### src/rtl/mtpwm_pkg.sv
// Purpose: constants and types for the 32-bit match timer with PWM outputs
// Assumes: APB register access, one clock, synchronous active-high reset
// Notes: register offsets are byte addresses on a 32-bit APB data bus
package mtpwm_pkg;

    // ****************************************
    // register map
    // ****************************************
    localparam int MTPWM_AW = 8;
    localparam int MTPWM_NCH = 4;
    localparam logic [MTPWM_AW-1:0] MTPWM_RUN_CTRL_ADDR = 8'h00;
    localparam logic [MTPWM_AW-1:0] MTPWM_COUNT_ADDR = 8'h04;
    localparam logic [MTPWM_AW-1:0] MTPWM_SRC_CTRL_ADDR = 8'h10;
    localparam logic [MTPWM_AW-1:0] MTPWM_MATCH_CTRL_ADDR = 8'h14;
    localparam logic [MTPWM_AW-1:0] MTPWM_CMP0_ADDR = 8'h18;
    localparam logic [MTPWM_AW-1:0] MTPWM_CMP3_ADDR = 8'h24;
    localparam logic [MTPWM_AW-1:0] MTPWM_PWM_EN_ADDR = 8'h34;

    // ****************************************
    // field positions and widths
    // ****************************************
    localparam int MTPWM_RUN_BIT = 0;
    localparam int MTPWM_CLR_BIT = 1;
    localparam int MTPWM_EDGE_LSB = 0;
    localparam int MTPWM_PICK_LSB = 2;
    localparam int MTPWM_SRC_W = 4;
    localparam int MTPWM_IRQ_BIT0 = 0;
    localparam int MTPWM_RESTART_BIT0 = 1;
    localparam int MTPWM_HALT_BIT0 = 2;
    localparam int MTPWM_MCH_STRIDE = 3;
    localparam int MTPWM_MACT_W = 12;

    // ****************************************
    // reset values
    // ****************************************
    localparam logic [31:0] MTPWM_COUNT_RST = 32'h0000_0000;
    localparam logic [31:0] MTPWM_CMP_RST = 32'h0000_0000;
    localparam logic [MTPWM_SRC_W-1:0] MTPWM_SRC_RST = 4'h0;
    localparam logic [MTPWM_MACT_W-1:0] MTPWM_MACT_RST = 12'h000;
    localparam logic [1:0] MTPWM_PICK_CAP0 = 2'h0;

    typedef enum logic [1:0] {
        MTPWM_TIMER = 2'h0,
        MTPWM_RISE = 2'h1,
        MTPWM_FALL = 2'h2,
        MTPWM_BOTH = 2'h3
    } mtpwm_edge_t;

    typedef struct packed {
        logic psel;
        logic penable;
        logic pwrite;
        logic [MTPWM_AW-1:0] paddr;
        logic [31:0] pwdata;
    } mtpwm_apb_req_t;

    typedef struct packed {
        logic [31:0] prdata;
        logic pready;
        logic pslverr;
    } mtpwm_apb_rsp_t;

endpackage

### src/rtl/mtpwm_edge.sv
// Purpose: synchronises the count input and turns it into count events
// Assumes: input comes from a pin, outside the clock domain
// Notes: event is combinational from flops, one cycle wide
`timescale 1ns/10ps
module mtpwm_edge
    import mtpwm_pkg::*;
(
    input wire logic clk_in,
    input wire logic reset_in,
    input wire logic pin_in,
    input wire mtpwm_edge_t mode_in,
    input wire logic pick_ok_in,
    output logic tick_out
);

    logic sync1_q;
    logic sync2_q;
    logic prev_q;
    logic rise;
    logic fall;

    // ****************************************
    // two-flop synchroniser, then one older sample
    // ****************************************
    always_ff @(posedge clk_in) begin
        if (reset_in) begin
            sync1_q <= 1'b0;
            sync2_q <= 1'b0;
            prev_q <= 1'b0;
        end else begin
            sync1_q <= pin_in;
            sync2_q <= sync1_q;
            prev_q <= sync2_q;
        end
    end

    // two successive samples classify the edge
    assign rise = sync2_q & ~prev_q;
    assign fall = ~sync2_q & prev_q;

    // reserved input codes select nothing, so the edge modes keep the count put; timer mode still counts
    always_comb begin
        case (mode_in)
            MTPWM_TIMER: tick_out = 1'b1;
            MTPWM_RISE: tick_out = pick_ok_in & rise;
            MTPWM_FALL: tick_out = pick_ok_in & fall;
            MTPWM_BOTH: tick_out = pick_ok_in & (rise | fall);
            default: tick_out = 1'b0;
        endcase
    end

endmodule

### src/rtl/mtpwm_top.sv
// Purpose: 32-bit match timer with four compare channels and PWM outputs
// Assumes: APB slave with no wait states, 100 MHz clock
// Notes: read data is the snapshot taken in the APB setup cycle
`timescale 1ns/10ps
module mtpwm_top
    import mtpwm_pkg::*;
(
    input wire logic CLK_IN,
    input wire logic RESET_IN,
    input wire mtpwm_apb_req_t APB_IN,
    output mtpwm_apb_rsp_t APB_OUT,
    input wire logic CAP_IN,
    output logic [MTPWM_NCH-1:0] PWM_OUT,
    output logic [MTPWM_NCH-1:0] MATCH_IRQ_OUT
);

    // ****************************************
    // state
    // ****************************************
    logic run_q;
    logic clr_q;
    logic [31:0] tc_q;
    logic [31:0] tc_d;
    logic [MTPWM_SRC_W-1:0] src_q;
    logic [MTPWM_MACT_W-1:0] mact_q;
    logic [31:0] cmp_q [MTPWM_NCH];
    logic [MTPWM_NCH-1:0] pwm_en_q;
    logic [MTPWM_NCH-1:0] pwm_q;
    logic [MTPWM_NCH-1:0] irq_q;
    logic wrap_q;
    logic tc_new_q;
    logic [31:0] prdata_q;
    logic slverr_q;

    logic wr_en;
    logic setup;
    logic tick;
    logic step;
    logic [MTPWM_NCH-1:0] match;
    logic [MTPWM_NCH-1:0] ie_bits;
    logic [MTPWM_NCH-1:0] rs_bits;
    logic [MTPWM_NCH-1:0] hl_bits;
    logic restart_hit;
    logic halt_hit;
    logic wr_run;
    logic wr_tc;
    mtpwm_edge_t mode;

    // ****************************************
    // address decode
    // ****************************************
    function automatic logic is_cmp(input logic [MTPWM_AW-1:0] a);
        return (a >= MTPWM_CMP0_ADDR) && (a <= MTPWM_CMP3_ADDR) && (a[1:0] == 2'h0);
    endfunction

    function automatic logic is_mapped(input logic [MTPWM_AW-1:0] a);
        return (a == MTPWM_RUN_CTRL_ADDR) || (a == MTPWM_COUNT_ADDR)
            || (a == MTPWM_SRC_CTRL_ADDR) || (a == MTPWM_MATCH_CTRL_ADDR)
            || (a == MTPWM_PWM_EN_ADDR) || is_cmp(a);
    endfunction

    function automatic logic [1:0] cmp_idx(input logic [MTPWM_AW-1:0] a);
        logic [MTPWM_AW-1:0] off;
        off = a - MTPWM_CMP0_ADDR;
        return off[3:2];
    endfunction

    assign setup = APB_IN.psel & ~APB_IN.penable;
    assign wr_en = APB_IN.psel & APB_IN.penable & APB_IN.pwrite;
    assign wr_run = wr_en & (APB_IN.paddr == MTPWM_RUN_CTRL_ADDR);
    assign wr_tc = wr_en & (APB_IN.paddr == MTPWM_COUNT_ADDR);
    assign mode = mtpwm_edge_t'(src_q[MTPWM_EDGE_LSB +: 2]);

    // ****************************************
    // count source
    // ****************************************
    mtpwm_edge u_edge (
        .clk_in(CLK_IN),
        .reset_in(RESET_IN),
        .pin_in(CAP_IN),
        .mode_in(mode),
        .pick_ok_in(src_q[MTPWM_PICK_LSB +: 2] == MTPWM_PICK_CAP0),
        .tick_out(tick)
    );

    assign step = run_q & tick;

    // ****************************************
    // compare channels
    // ****************************************
    always_comb begin
        for (int i = 0; i < MTPWM_NCH; i++) begin
            match[i] = (tc_q == cmp_q[i]);
            ie_bits[i] = mact_q[MTPWM_MCH_STRIDE*i + MTPWM_IRQ_BIT0];
            rs_bits[i] = mact_q[MTPWM_MCH_STRIDE*i + MTPWM_RESTART_BIT0];
            hl_bits[i] = mact_q[MTPWM_MCH_STRIDE*i + MTPWM_HALT_BIT0];
        end
    end

    // restart waits for a count event so the matched value lasts one period
    assign restart_hit = step & |(match & rs_bits);
    assign halt_hit = run_q & |(match & hl_bits);

    // ****************************************
    // counter
    // ****************************************
    always_comb begin
        if (clr_q) begin
            tc_d = MTPWM_COUNT_RST;
        end else if (wr_tc) begin
            tc_d = APB_IN.pwdata;
        end else if (restart_hit) begin
            tc_d = MTPWM_COUNT_RST;
        end else if (halt_hit) begin
            tc_d = tc_q;
        end else if (step) begin
            tc_d = tc_q + 32'h0000_0001;
        end else begin
            tc_d = tc_q;
        end
    end

    always_ff @(posedge CLK_IN) begin
        if (RESET_IN) begin
            tc_q <= MTPWM_COUNT_RST;
            tc_new_q <= 1'b0;
            wrap_q <= 1'b0;
        end else begin
            tc_q <= tc_d;
            tc_new_q <= (tc_d != tc_q);
            wrap_q <= clr_q | restart_hit;
        end
    end

    // ****************************************
    // run and clear control
    // ****************************************
    // a software write lands after the halt, so it wins over the hardware clear
    always_ff @(posedge CLK_IN) begin
        if (RESET_IN) begin
            run_q <= 1'b0;
        end else if (wr_run) begin
            run_q <= APB_IN.pwdata[MTPWM_RUN_BIT];
        end else if (halt_hit) begin
            run_q <= 1'b0;
        end
    end

    // a fresh request in the clearing cycle is kept, set beats clear
    always_ff @(posedge CLK_IN) begin
        if (RESET_IN) begin
            clr_q <= 1'b0;
        end else if (wr_run && APB_IN.pwdata[MTPWM_CLR_BIT]) begin
            clr_q <= 1'b1;
        end else if (clr_q) begin
            clr_q <= 1'b0;
        end
    end

    // ****************************************
    // configuration registers
    // ****************************************
    always_ff @(posedge CLK_IN) begin
        if (RESET_IN) begin
            src_q <= MTPWM_SRC_RST;
            mact_q <= MTPWM_MACT_RST;
            pwm_en_q <= '0;
        end else if (wr_en) begin
            if (APB_IN.paddr == MTPWM_SRC_CTRL_ADDR) begin
                src_q <= APB_IN.pwdata[MTPWM_SRC_W-1:0];
            end
            if (APB_IN.paddr == MTPWM_MATCH_CTRL_ADDR) begin
                mact_q <= APB_IN.pwdata[MTPWM_MACT_W-1:0];
            end
            if (APB_IN.paddr == MTPWM_PWM_EN_ADDR) begin
                pwm_en_q <= APB_IN.pwdata[MTPWM_NCH-1:0];
            end
        end
    end

    always_ff @(posedge CLK_IN) begin
        if (RESET_IN) begin
            for (int i = 0; i < MTPWM_NCH; i++) begin
                cmp_q[i] <= MTPWM_CMP_RST;
            end
        end else if (wr_en && is_cmp(APB_IN.paddr)) begin
            cmp_q[cmp_idx(APB_IN.paddr)] <= APB_IN.pwdata;
        end
    end

    // ****************************************
    // match interrupt requests
    // ****************************************
    // only a freshly reached value raises a request, a held count does not repeat it
    always_ff @(posedge CLK_IN) begin
        if (RESET_IN) begin
            irq_q <= '0;
        end else begin
            irq_q <= (tc_new_q ? (match & ie_bits) : '0);
        end
    end

    // ****************************************
    // PWM outputs
    // ****************************************
    always_ff @(posedge CLK_IN) begin
        if (RESET_IN) begin
            pwm_q <= '0;
        end else begin
            for (int i = 0; i < MTPWM_NCH; i++) begin
                if (!pwm_en_q[i]) begin
                    pwm_q[i] <= 1'b0;
                end else if (wrap_q) begin
                    pwm_q[i] <= (cmp_q[i] == 32'h0000_0000);
                end else if (match[i] && (cmp_q[i] != 32'h0000_0000)) begin
                    pwm_q[i] <= 1'b1;
                end
            end
        end
    end

    // ****************************************
    // APB read side
    // ****************************************
    always_ff @(posedge CLK_IN) begin
        if (RESET_IN) begin
            prdata_q <= 32'h0000_0000;
            slverr_q <= 1'b0;
        end else if (setup) begin
            slverr_q <= ~is_mapped(APB_IN.paddr);
            prdata_q <= 32'h0000_0000;
            if (!APB_IN.pwrite) begin
                case (APB_IN.paddr)
                    MTPWM_RUN_CTRL_ADDR: prdata_q <= {30'h0, clr_q, run_q};
                    MTPWM_COUNT_ADDR: prdata_q <= tc_q;
                    MTPWM_SRC_CTRL_ADDR: prdata_q <= {28'h0, src_q};
                    MTPWM_MATCH_CTRL_ADDR: prdata_q <= {20'h0, mact_q};
                    MTPWM_PWM_EN_ADDR: prdata_q <= {28'h0, pwm_en_q};
                    default: begin
                        if (is_cmp(APB_IN.paddr)) begin
                            prdata_q <= cmp_q[cmp_idx(APB_IN.paddr)];
                        end
                    end
                endcase
            end
        end
    end

    assign APB_OUT.prdata = prdata_q;
    assign APB_OUT.pready = 1'b1;
    assign APB_OUT.pslverr = slverr_q & APB_IN.psel & APB_IN.penable;
    assign PWM_OUT = pwm_q;
    assign MATCH_IRQ_OUT = irq_q;

    for (genvar g = 0; g < MTPWM_NCH; g++) begin : g_pwm_chk

    end
endmodule

### config.mk
export PLATFORM = sky130hd
export DESIGN_NAME = mtpwm_top
export DESIGN_NICKNAME = d
export VERILOG_FILES = /design/src/rtl/mtpwm_pkg.sv /design/src/rtl/mtpwm_edge.sv /design/src/rtl/mtpwm_top.sv
export SDC_FILE = /design/constraint.sdc
export NUM_CORES = 1
export LEC_CHECK = 0
export ABC_AREA = 1
export BUFFER_PORTS_ARGS = -buffer_cell sky130_fd_sc_hd__clkbuf_2
export CAP_MARGIN = 25
export CORE_MARGIN = 2
export CORE_UTILIZATION = 55
export DETAILED_ROUTE_END_ITERATION = 10
export PLACE_DENSITY = 0.72
export SLEW_MARGIN = 10
export SYNTH_ARGS = -nofsm -noshare
export SYNTH_HDL_FRONTEND = slang
export SYNTH_SLANG_ARGS = --single-unit
export TNS_END_PERCENT = 5
### constraint.sdc
create_clock -name CLK_IN -period 13.5 [get_ports CLK_IN]
set_input_delay 2.025 -clock CLK_IN [delete_from_list [all_inputs] [get_ports CLK_IN]]
set_output_delay 2.025 -clock CLK_IN [all_outputs]
set_load 0.005 [all_outputs]
After elaboration in Yosys (flattened, before gate mapping):

Memories as Yosys holds them, arrays and structs flattened.
Cells that the tools add are included.

* logic and storage cells: 133
* memories: 1
* output and inout port bits: 42
* bits in writable memories: 128
* input bits: 46
* register bits: 100

Memories
* cmp_q: depth 4, width 32, read ports 5, clocked after memory_dff 0, wr ports 4, line mtpwm_top.sv:26 `logic [31:0] cmp_q [MTPWM_NCH];`

* add/subtract/negate cells: 2
* magnitude comparators: 2
* reductions and logical operators: 41
* bitwise gates (word level): 29
* muxes and demuxes: 28
* equal/unequal tests: 12

Operators by type and width (number)
* 32-bit 2-to-1 mux: 8
* 32-bit one-hot mux with 5 select lines: 1
* 32-bit equality test: 4
* 32-bit zero test: 4
* 32-bit nonzero test: 4
* 32-bit by 1-bit adder with 32-bit output (second input constant): 1
* 32-bit != test: 1
* 32-bit OR reduction: 1
* 1-bit 2-to-1 mux: 17
* 8-bit by 5-bit equality test with 1-bit output (second input constant): 2
* 1-bit AND: 15
* 4-bit AND: 3
* 2-bit nonzero test: 5
* 2-bit OR reduction: 5
* 1-bit inverter: 9
* 8-bit by 3-bit equality test with 1-bit output (second input constant): 1
* 8-bit by 6-bit equality test with 1-bit output (second input constant): 1
* 8-bit by 5-bit greater-or-equal comparator with 1-bit output (second input constant): 1
* 8-bit by 6-bit <= comparator with 1-bit output (second input constant): 1
* 1-bit logical AND: 8
* 8-bit zero test: 1
* 4-bit OR reduction: 2
* 2-bit zero test: 3
* 2-bit AND reduction: 3
* other kinds (7): 13

Logic depth before layout (Yosys ltp):

* word-level depth: 12
* depth in mapped cells: 25

By module:

Synthesis repeated with hierarchy kept, for this count alone.

* cells, all modules: 1987
* area total of the unflattened synthesis: 14077.3 um^2

Modules (own cells, without submodules)
* mtpwm_top: instances 1, cells an instance 1963, area each 13920.9 um^2
* mtpwm_edge: instances 1, cells an instance 24, area each 156.4 um^2

Worst setup path before layout:

No wires, ideal clock.

* path type: in2reg
* start point: input port APB_IN[34] in the netlist's numbering
* end point: memory cmp_q[3][0], enable pin
* stages on the path: 11
* slack: 7.537 ns
* data arrival time: 5.497 ns
* path through: buf_2 inv_2 nor2_8 inv_4 nor2_4 inv_2 o311ai_2 nand3_2 nor2_2 inv_2 o21ai_0

RTL lines
* start: declaration: line mtpwm_top.sv:10 `input wire mtpwm_apb_req_t APB_IN,`
* end: declaration: line mtpwm_top.sv:26

==> metrics.md <==
| Metric | Value |
|---|---|
| Worst-margin pin slew | `1.00 ns` |
| Area post-placement | `14600 um^2` |
| DRT Wirelength | `48700 um` |
| Post-Synth Simple-Gate Area | `31.7%` |
| Root Buffer | `clkbuf_16` |
| Final period util | `45.4%` |
| Largest net degree at the start of global routing | `82` |
| Setup TNS | `0 ns` |
| Post-synth cell types | `46` |
| GR Util All Layers | `35.4%` |
| Setup CP Type | `input port to flop` |
| First-pass GRT wire length | `a little over 70000 um` |
| Vias per cell | `5.88` |
| Critical Path End Type | `flop` |
| HP Class | `flop to flop` |
| Worst vdd ir | `0.117 mV` |
| Cells after DPL | `between 2k and 2.5k` |
| CTS Sinks | `~230` |
| Max_cap viols | `0` |
| Ys async rst share | `0%` |
| Pre-CTS WS | `6.96 ns` |
| Syn Area/Cell | `7.25 um^2` |
| DR iter-0 viols | `around 1.8k` |
| TritonRoute pass-1 iters | `8` |
| Grt ovf | `0` |
| CTS tree | `done` |
| Drt wl/cell | `20.7 um` |
| RSZ-0062 raised after global routing | `no` |
| Total CTS buffers | `26` |
| Min cycle time layout | `6.14 ns` |
| Antenna violations before repair | `2` |
| Area delta synth->final | `7.83%` |
| Worst Path Arrival | `~6.4 ns` |
| PnR worst setup slack | `7.36 ns` |
| Combinational family with the most area after synthesis | `simple AND/OR/NAND/NOR gates` |
| Row cnt | `59` |
| Htree depth | `1` |
| CTS max path bufs | `3` |
| Final hold vios | `0` |
| Ys Warns | `0` |
| Boundary Pins | `88` |
| Routed via count | `13.8k` |
| Routed Antenna Nets | `0` |
| Syn Inst Count | `1973` |
| Final setup violation count | `0` |
| Multiplexer share of the synthesized area | `0%` |
| Core area | `25800 um^2` |
| Yosys reg bits | `228` |
| Fmax | `163 MHz` |
| Ys flop type | `edfxtp_1` |
| Final Net Count | `roughly 2k` |
| Slew headroom | `32.8%` |
| Die extent in y | `roughly 170 um` |
| Die area | `27300 um^2` |
| Post-cts sizing count | `0` |
| Setup Fix Bufs, Post-CTS | `0` |
| Power per cell area | `103 nW/um^2` |
| Clk pin slew, worst setup/hold paths | `about 0.060 ns` |
| Post-Synth XOR/XNOR Area | `~6.5%` |
| Final Cell Area | `between 15000 and 20000 um^2` |
| Initial Util | `55.4%` |
| Worst Reg-to-Reg Cells | `23` |
| Most frequent cells in the layout | `nand2_1, nor2_1, inv_1` |
| Die Span X | `165 um` |
| Internal reg-to-reg setup slack | `roughly 9.9 ns` |
| P_leak | `6.13 nW` |
| Max FO, Critical Path | `60` |
| # hold bufs at CTS | `0` |
| Placer Congestion | `1.03` |
| Reg2reg start | `tc_q[3]` |
| EDFF count, synth | `128` |
| Post-Syn Nets | `2022` |
| Vias in the first global route | `12.3k` |
| Setup Skew | `0.0303 ns` |
| Post-Synth Adder-Cell Area | `0.262%` |
| Drt drc | `0` |
| Critical Path RT | `roughly 14 ns` |
| CP endpoint | `cmp_q[0][20]` |
| Synth Area in Compound Gates | `10.3%` |
| Clk Latency, worst-skew pair | `0.56 ns` |
| Most common cell after layout, fill and taps aside | `nand2_1` |
| R2r endpoint | `tc_new_q` |
| Worst setup SP type | `input port` |
| Post-synthesis sequential area ratio | `between 40% and 50%` |
| Power Total | `approximately 1.6 mW` |
| Status | `complete, no violations` |
| Non-Filler Instances | `about 2.3k` |
| Hpwl dp | `36900 um` |
| Post-synthesis cell area | `14300 um^2` |
| I/O Buffers | `between 80 and 90` |
| Antenna fix cells | `0` |
| CP startpoint | `APB_IN[34]` |
| Proportion of layout cells with a drive suffix above 1 | `between 10% and 20%` |
| Max Slew Vio Count | `0` |
-- synthesized netlist by cell type, types with 4 or more instances --
| library cell | n | share of area [%] |
|---|---|---|
| buf_2 | 14 | 0.49 |
| o21ai_0 | 90 | 3.1 |
| inv_4 | 10 | 0.44 |
| nor2_1 | 277 | 7.3 |
| nor4_1 | 22 | 0.96 |
| o221ai_1 | 12 | 0.73 |
| inv_2 | 21 | 0.55 |
| nand2_1 | 535 | 14 |
| edfxtp_1 | 128 | 27 |
| nand2_2 | 8 | 0.35 |
| nor2_2 | 12 | 0.52 |
| xnor2_1 | 77 | 4.7 |
| clkinv_1 | 4 | 0.10 |
| nand3_1 | 125 | 4.4 |
| a22oi_1 | 8 | 0.42 |
| buf_4 | 19 | 1.0 |
| buf_6 | 27 | 2.1 |
| nand4_1 | 41 | 1.8 |
| a21oi_1 | 109 | 3.8 |
| inv_1 | 159 | 4.2 |
| xor2_1 | 29 | 1.8 |
| nor2_4 | 7 | 0.55 |
| a221oi_1 | 7 | 0.43 |
| o22ai_1 | 21 | 0.92 |
| dfxtp_1 | 100 | 14 |
| o21ai_1 | 7 | 0.24 |
| clkbuf_1 | 44 | 1.2 |
| nor3_2 | 4 | 0.28 |
| buf_1 | 6 | 0.16 |
| nor3_1 | 24 | 0.84 |
-- through the flow --
stage	util [%]	hold WS [ns]
2_1_floorplan	-	0.388
3_3_place_gp	56.3	0.397
3_5_place_dp	56.4	0.400
4_1_cts	59.6	0.410
5_1_grt	59.7	0.434
6_report	59.7	0.404
-- registers in the layout (all words and copies together), names as in the netlist --
signal and count:
cmp_q 128, PWM_OUT 4, u_edge.sync1_q 1, clr_q 1, wrap_q 1, prdata_q 32, slverr_q 1, u_edge.prev_q 1
tc_new_q 1, src_q 4, u_edge.sync2_q 1, pwm_en_q 4, mact_q 12, MATCH_IRQ_OUT 4, run_q 1, tc_q 32
-- layer usage --
metal  track usage (%)  share of wire [%]
met5                 0                  0
met4              12.0                3.6
met3              7.54                 14
met2              51.4                 41
met1              52.2                 41
-- layout make-up --
cell class | instances | area (um^2)
fill | 2447 | 10400
multi-input combinational | 1438 | 6990
sequential | 228 | 5850
inverter | 197 | 782
clock buffer | 28 | 658
timing repair buffer | 99 | 548
tap | 335 | 419
clock inverter | 20 | 185
-- worst min path at each step --
stage                         from  slack, ns              to  cells past startpoint
floorplan           u_edge.sync1_q       0.39  u_edge.sync2_q                      2
global placement    u_edge.sync1_q       0.40  u_edge.sync2_q                      2
detailed placement  u_edge.sync1_q       0.40  u_edge.sync2_q                      2
CTS                 u_edge.sync1_q       0.41  u_edge.sync2_q                      2
global route        u_edge.sync1_q       0.43  u_edge.sync2_q                      2
finish              u_edge.sync1_q       0.40  u_edge.sync2_q                      2
-- logic make-up (layout without fill, tap and decap cells) --
group                      Yosys count  in the layout
and+or+nand+nor                   1065           1065
adders and majority gates            3              3
AOI/OAI and AO/OA                  263            263
DFF                                228            228
xor gates and xnor gates           106            106
other                                1              1
buffers and inverters              307            344
-- worst max-delay path, stage by stage --
cell	delay [ns]
clkbuf_2	0.08
buf_4	0.43
inv_2	0.22
nor2_8	0.21
inv_4	0.15
nor2_4	0.15
inv_2	0.06
o311ai_2	0.27
nand3_2	0.63
nor2_2	0.29
inv_2	0.10
nor2_2	0.12
inv_2	0.24
nor2_4	0.18
nand2_2	0.36
nand2_1	0.51
buf_8	0.26
-- power by group --
part,switching [mW],internal [mW]
Combinational,0.0832,0.0341
Sequential,0.0200,0.754
Clock,0.307,0.395
Total,0.410,1.18
(Power assumes the default switching activity.)
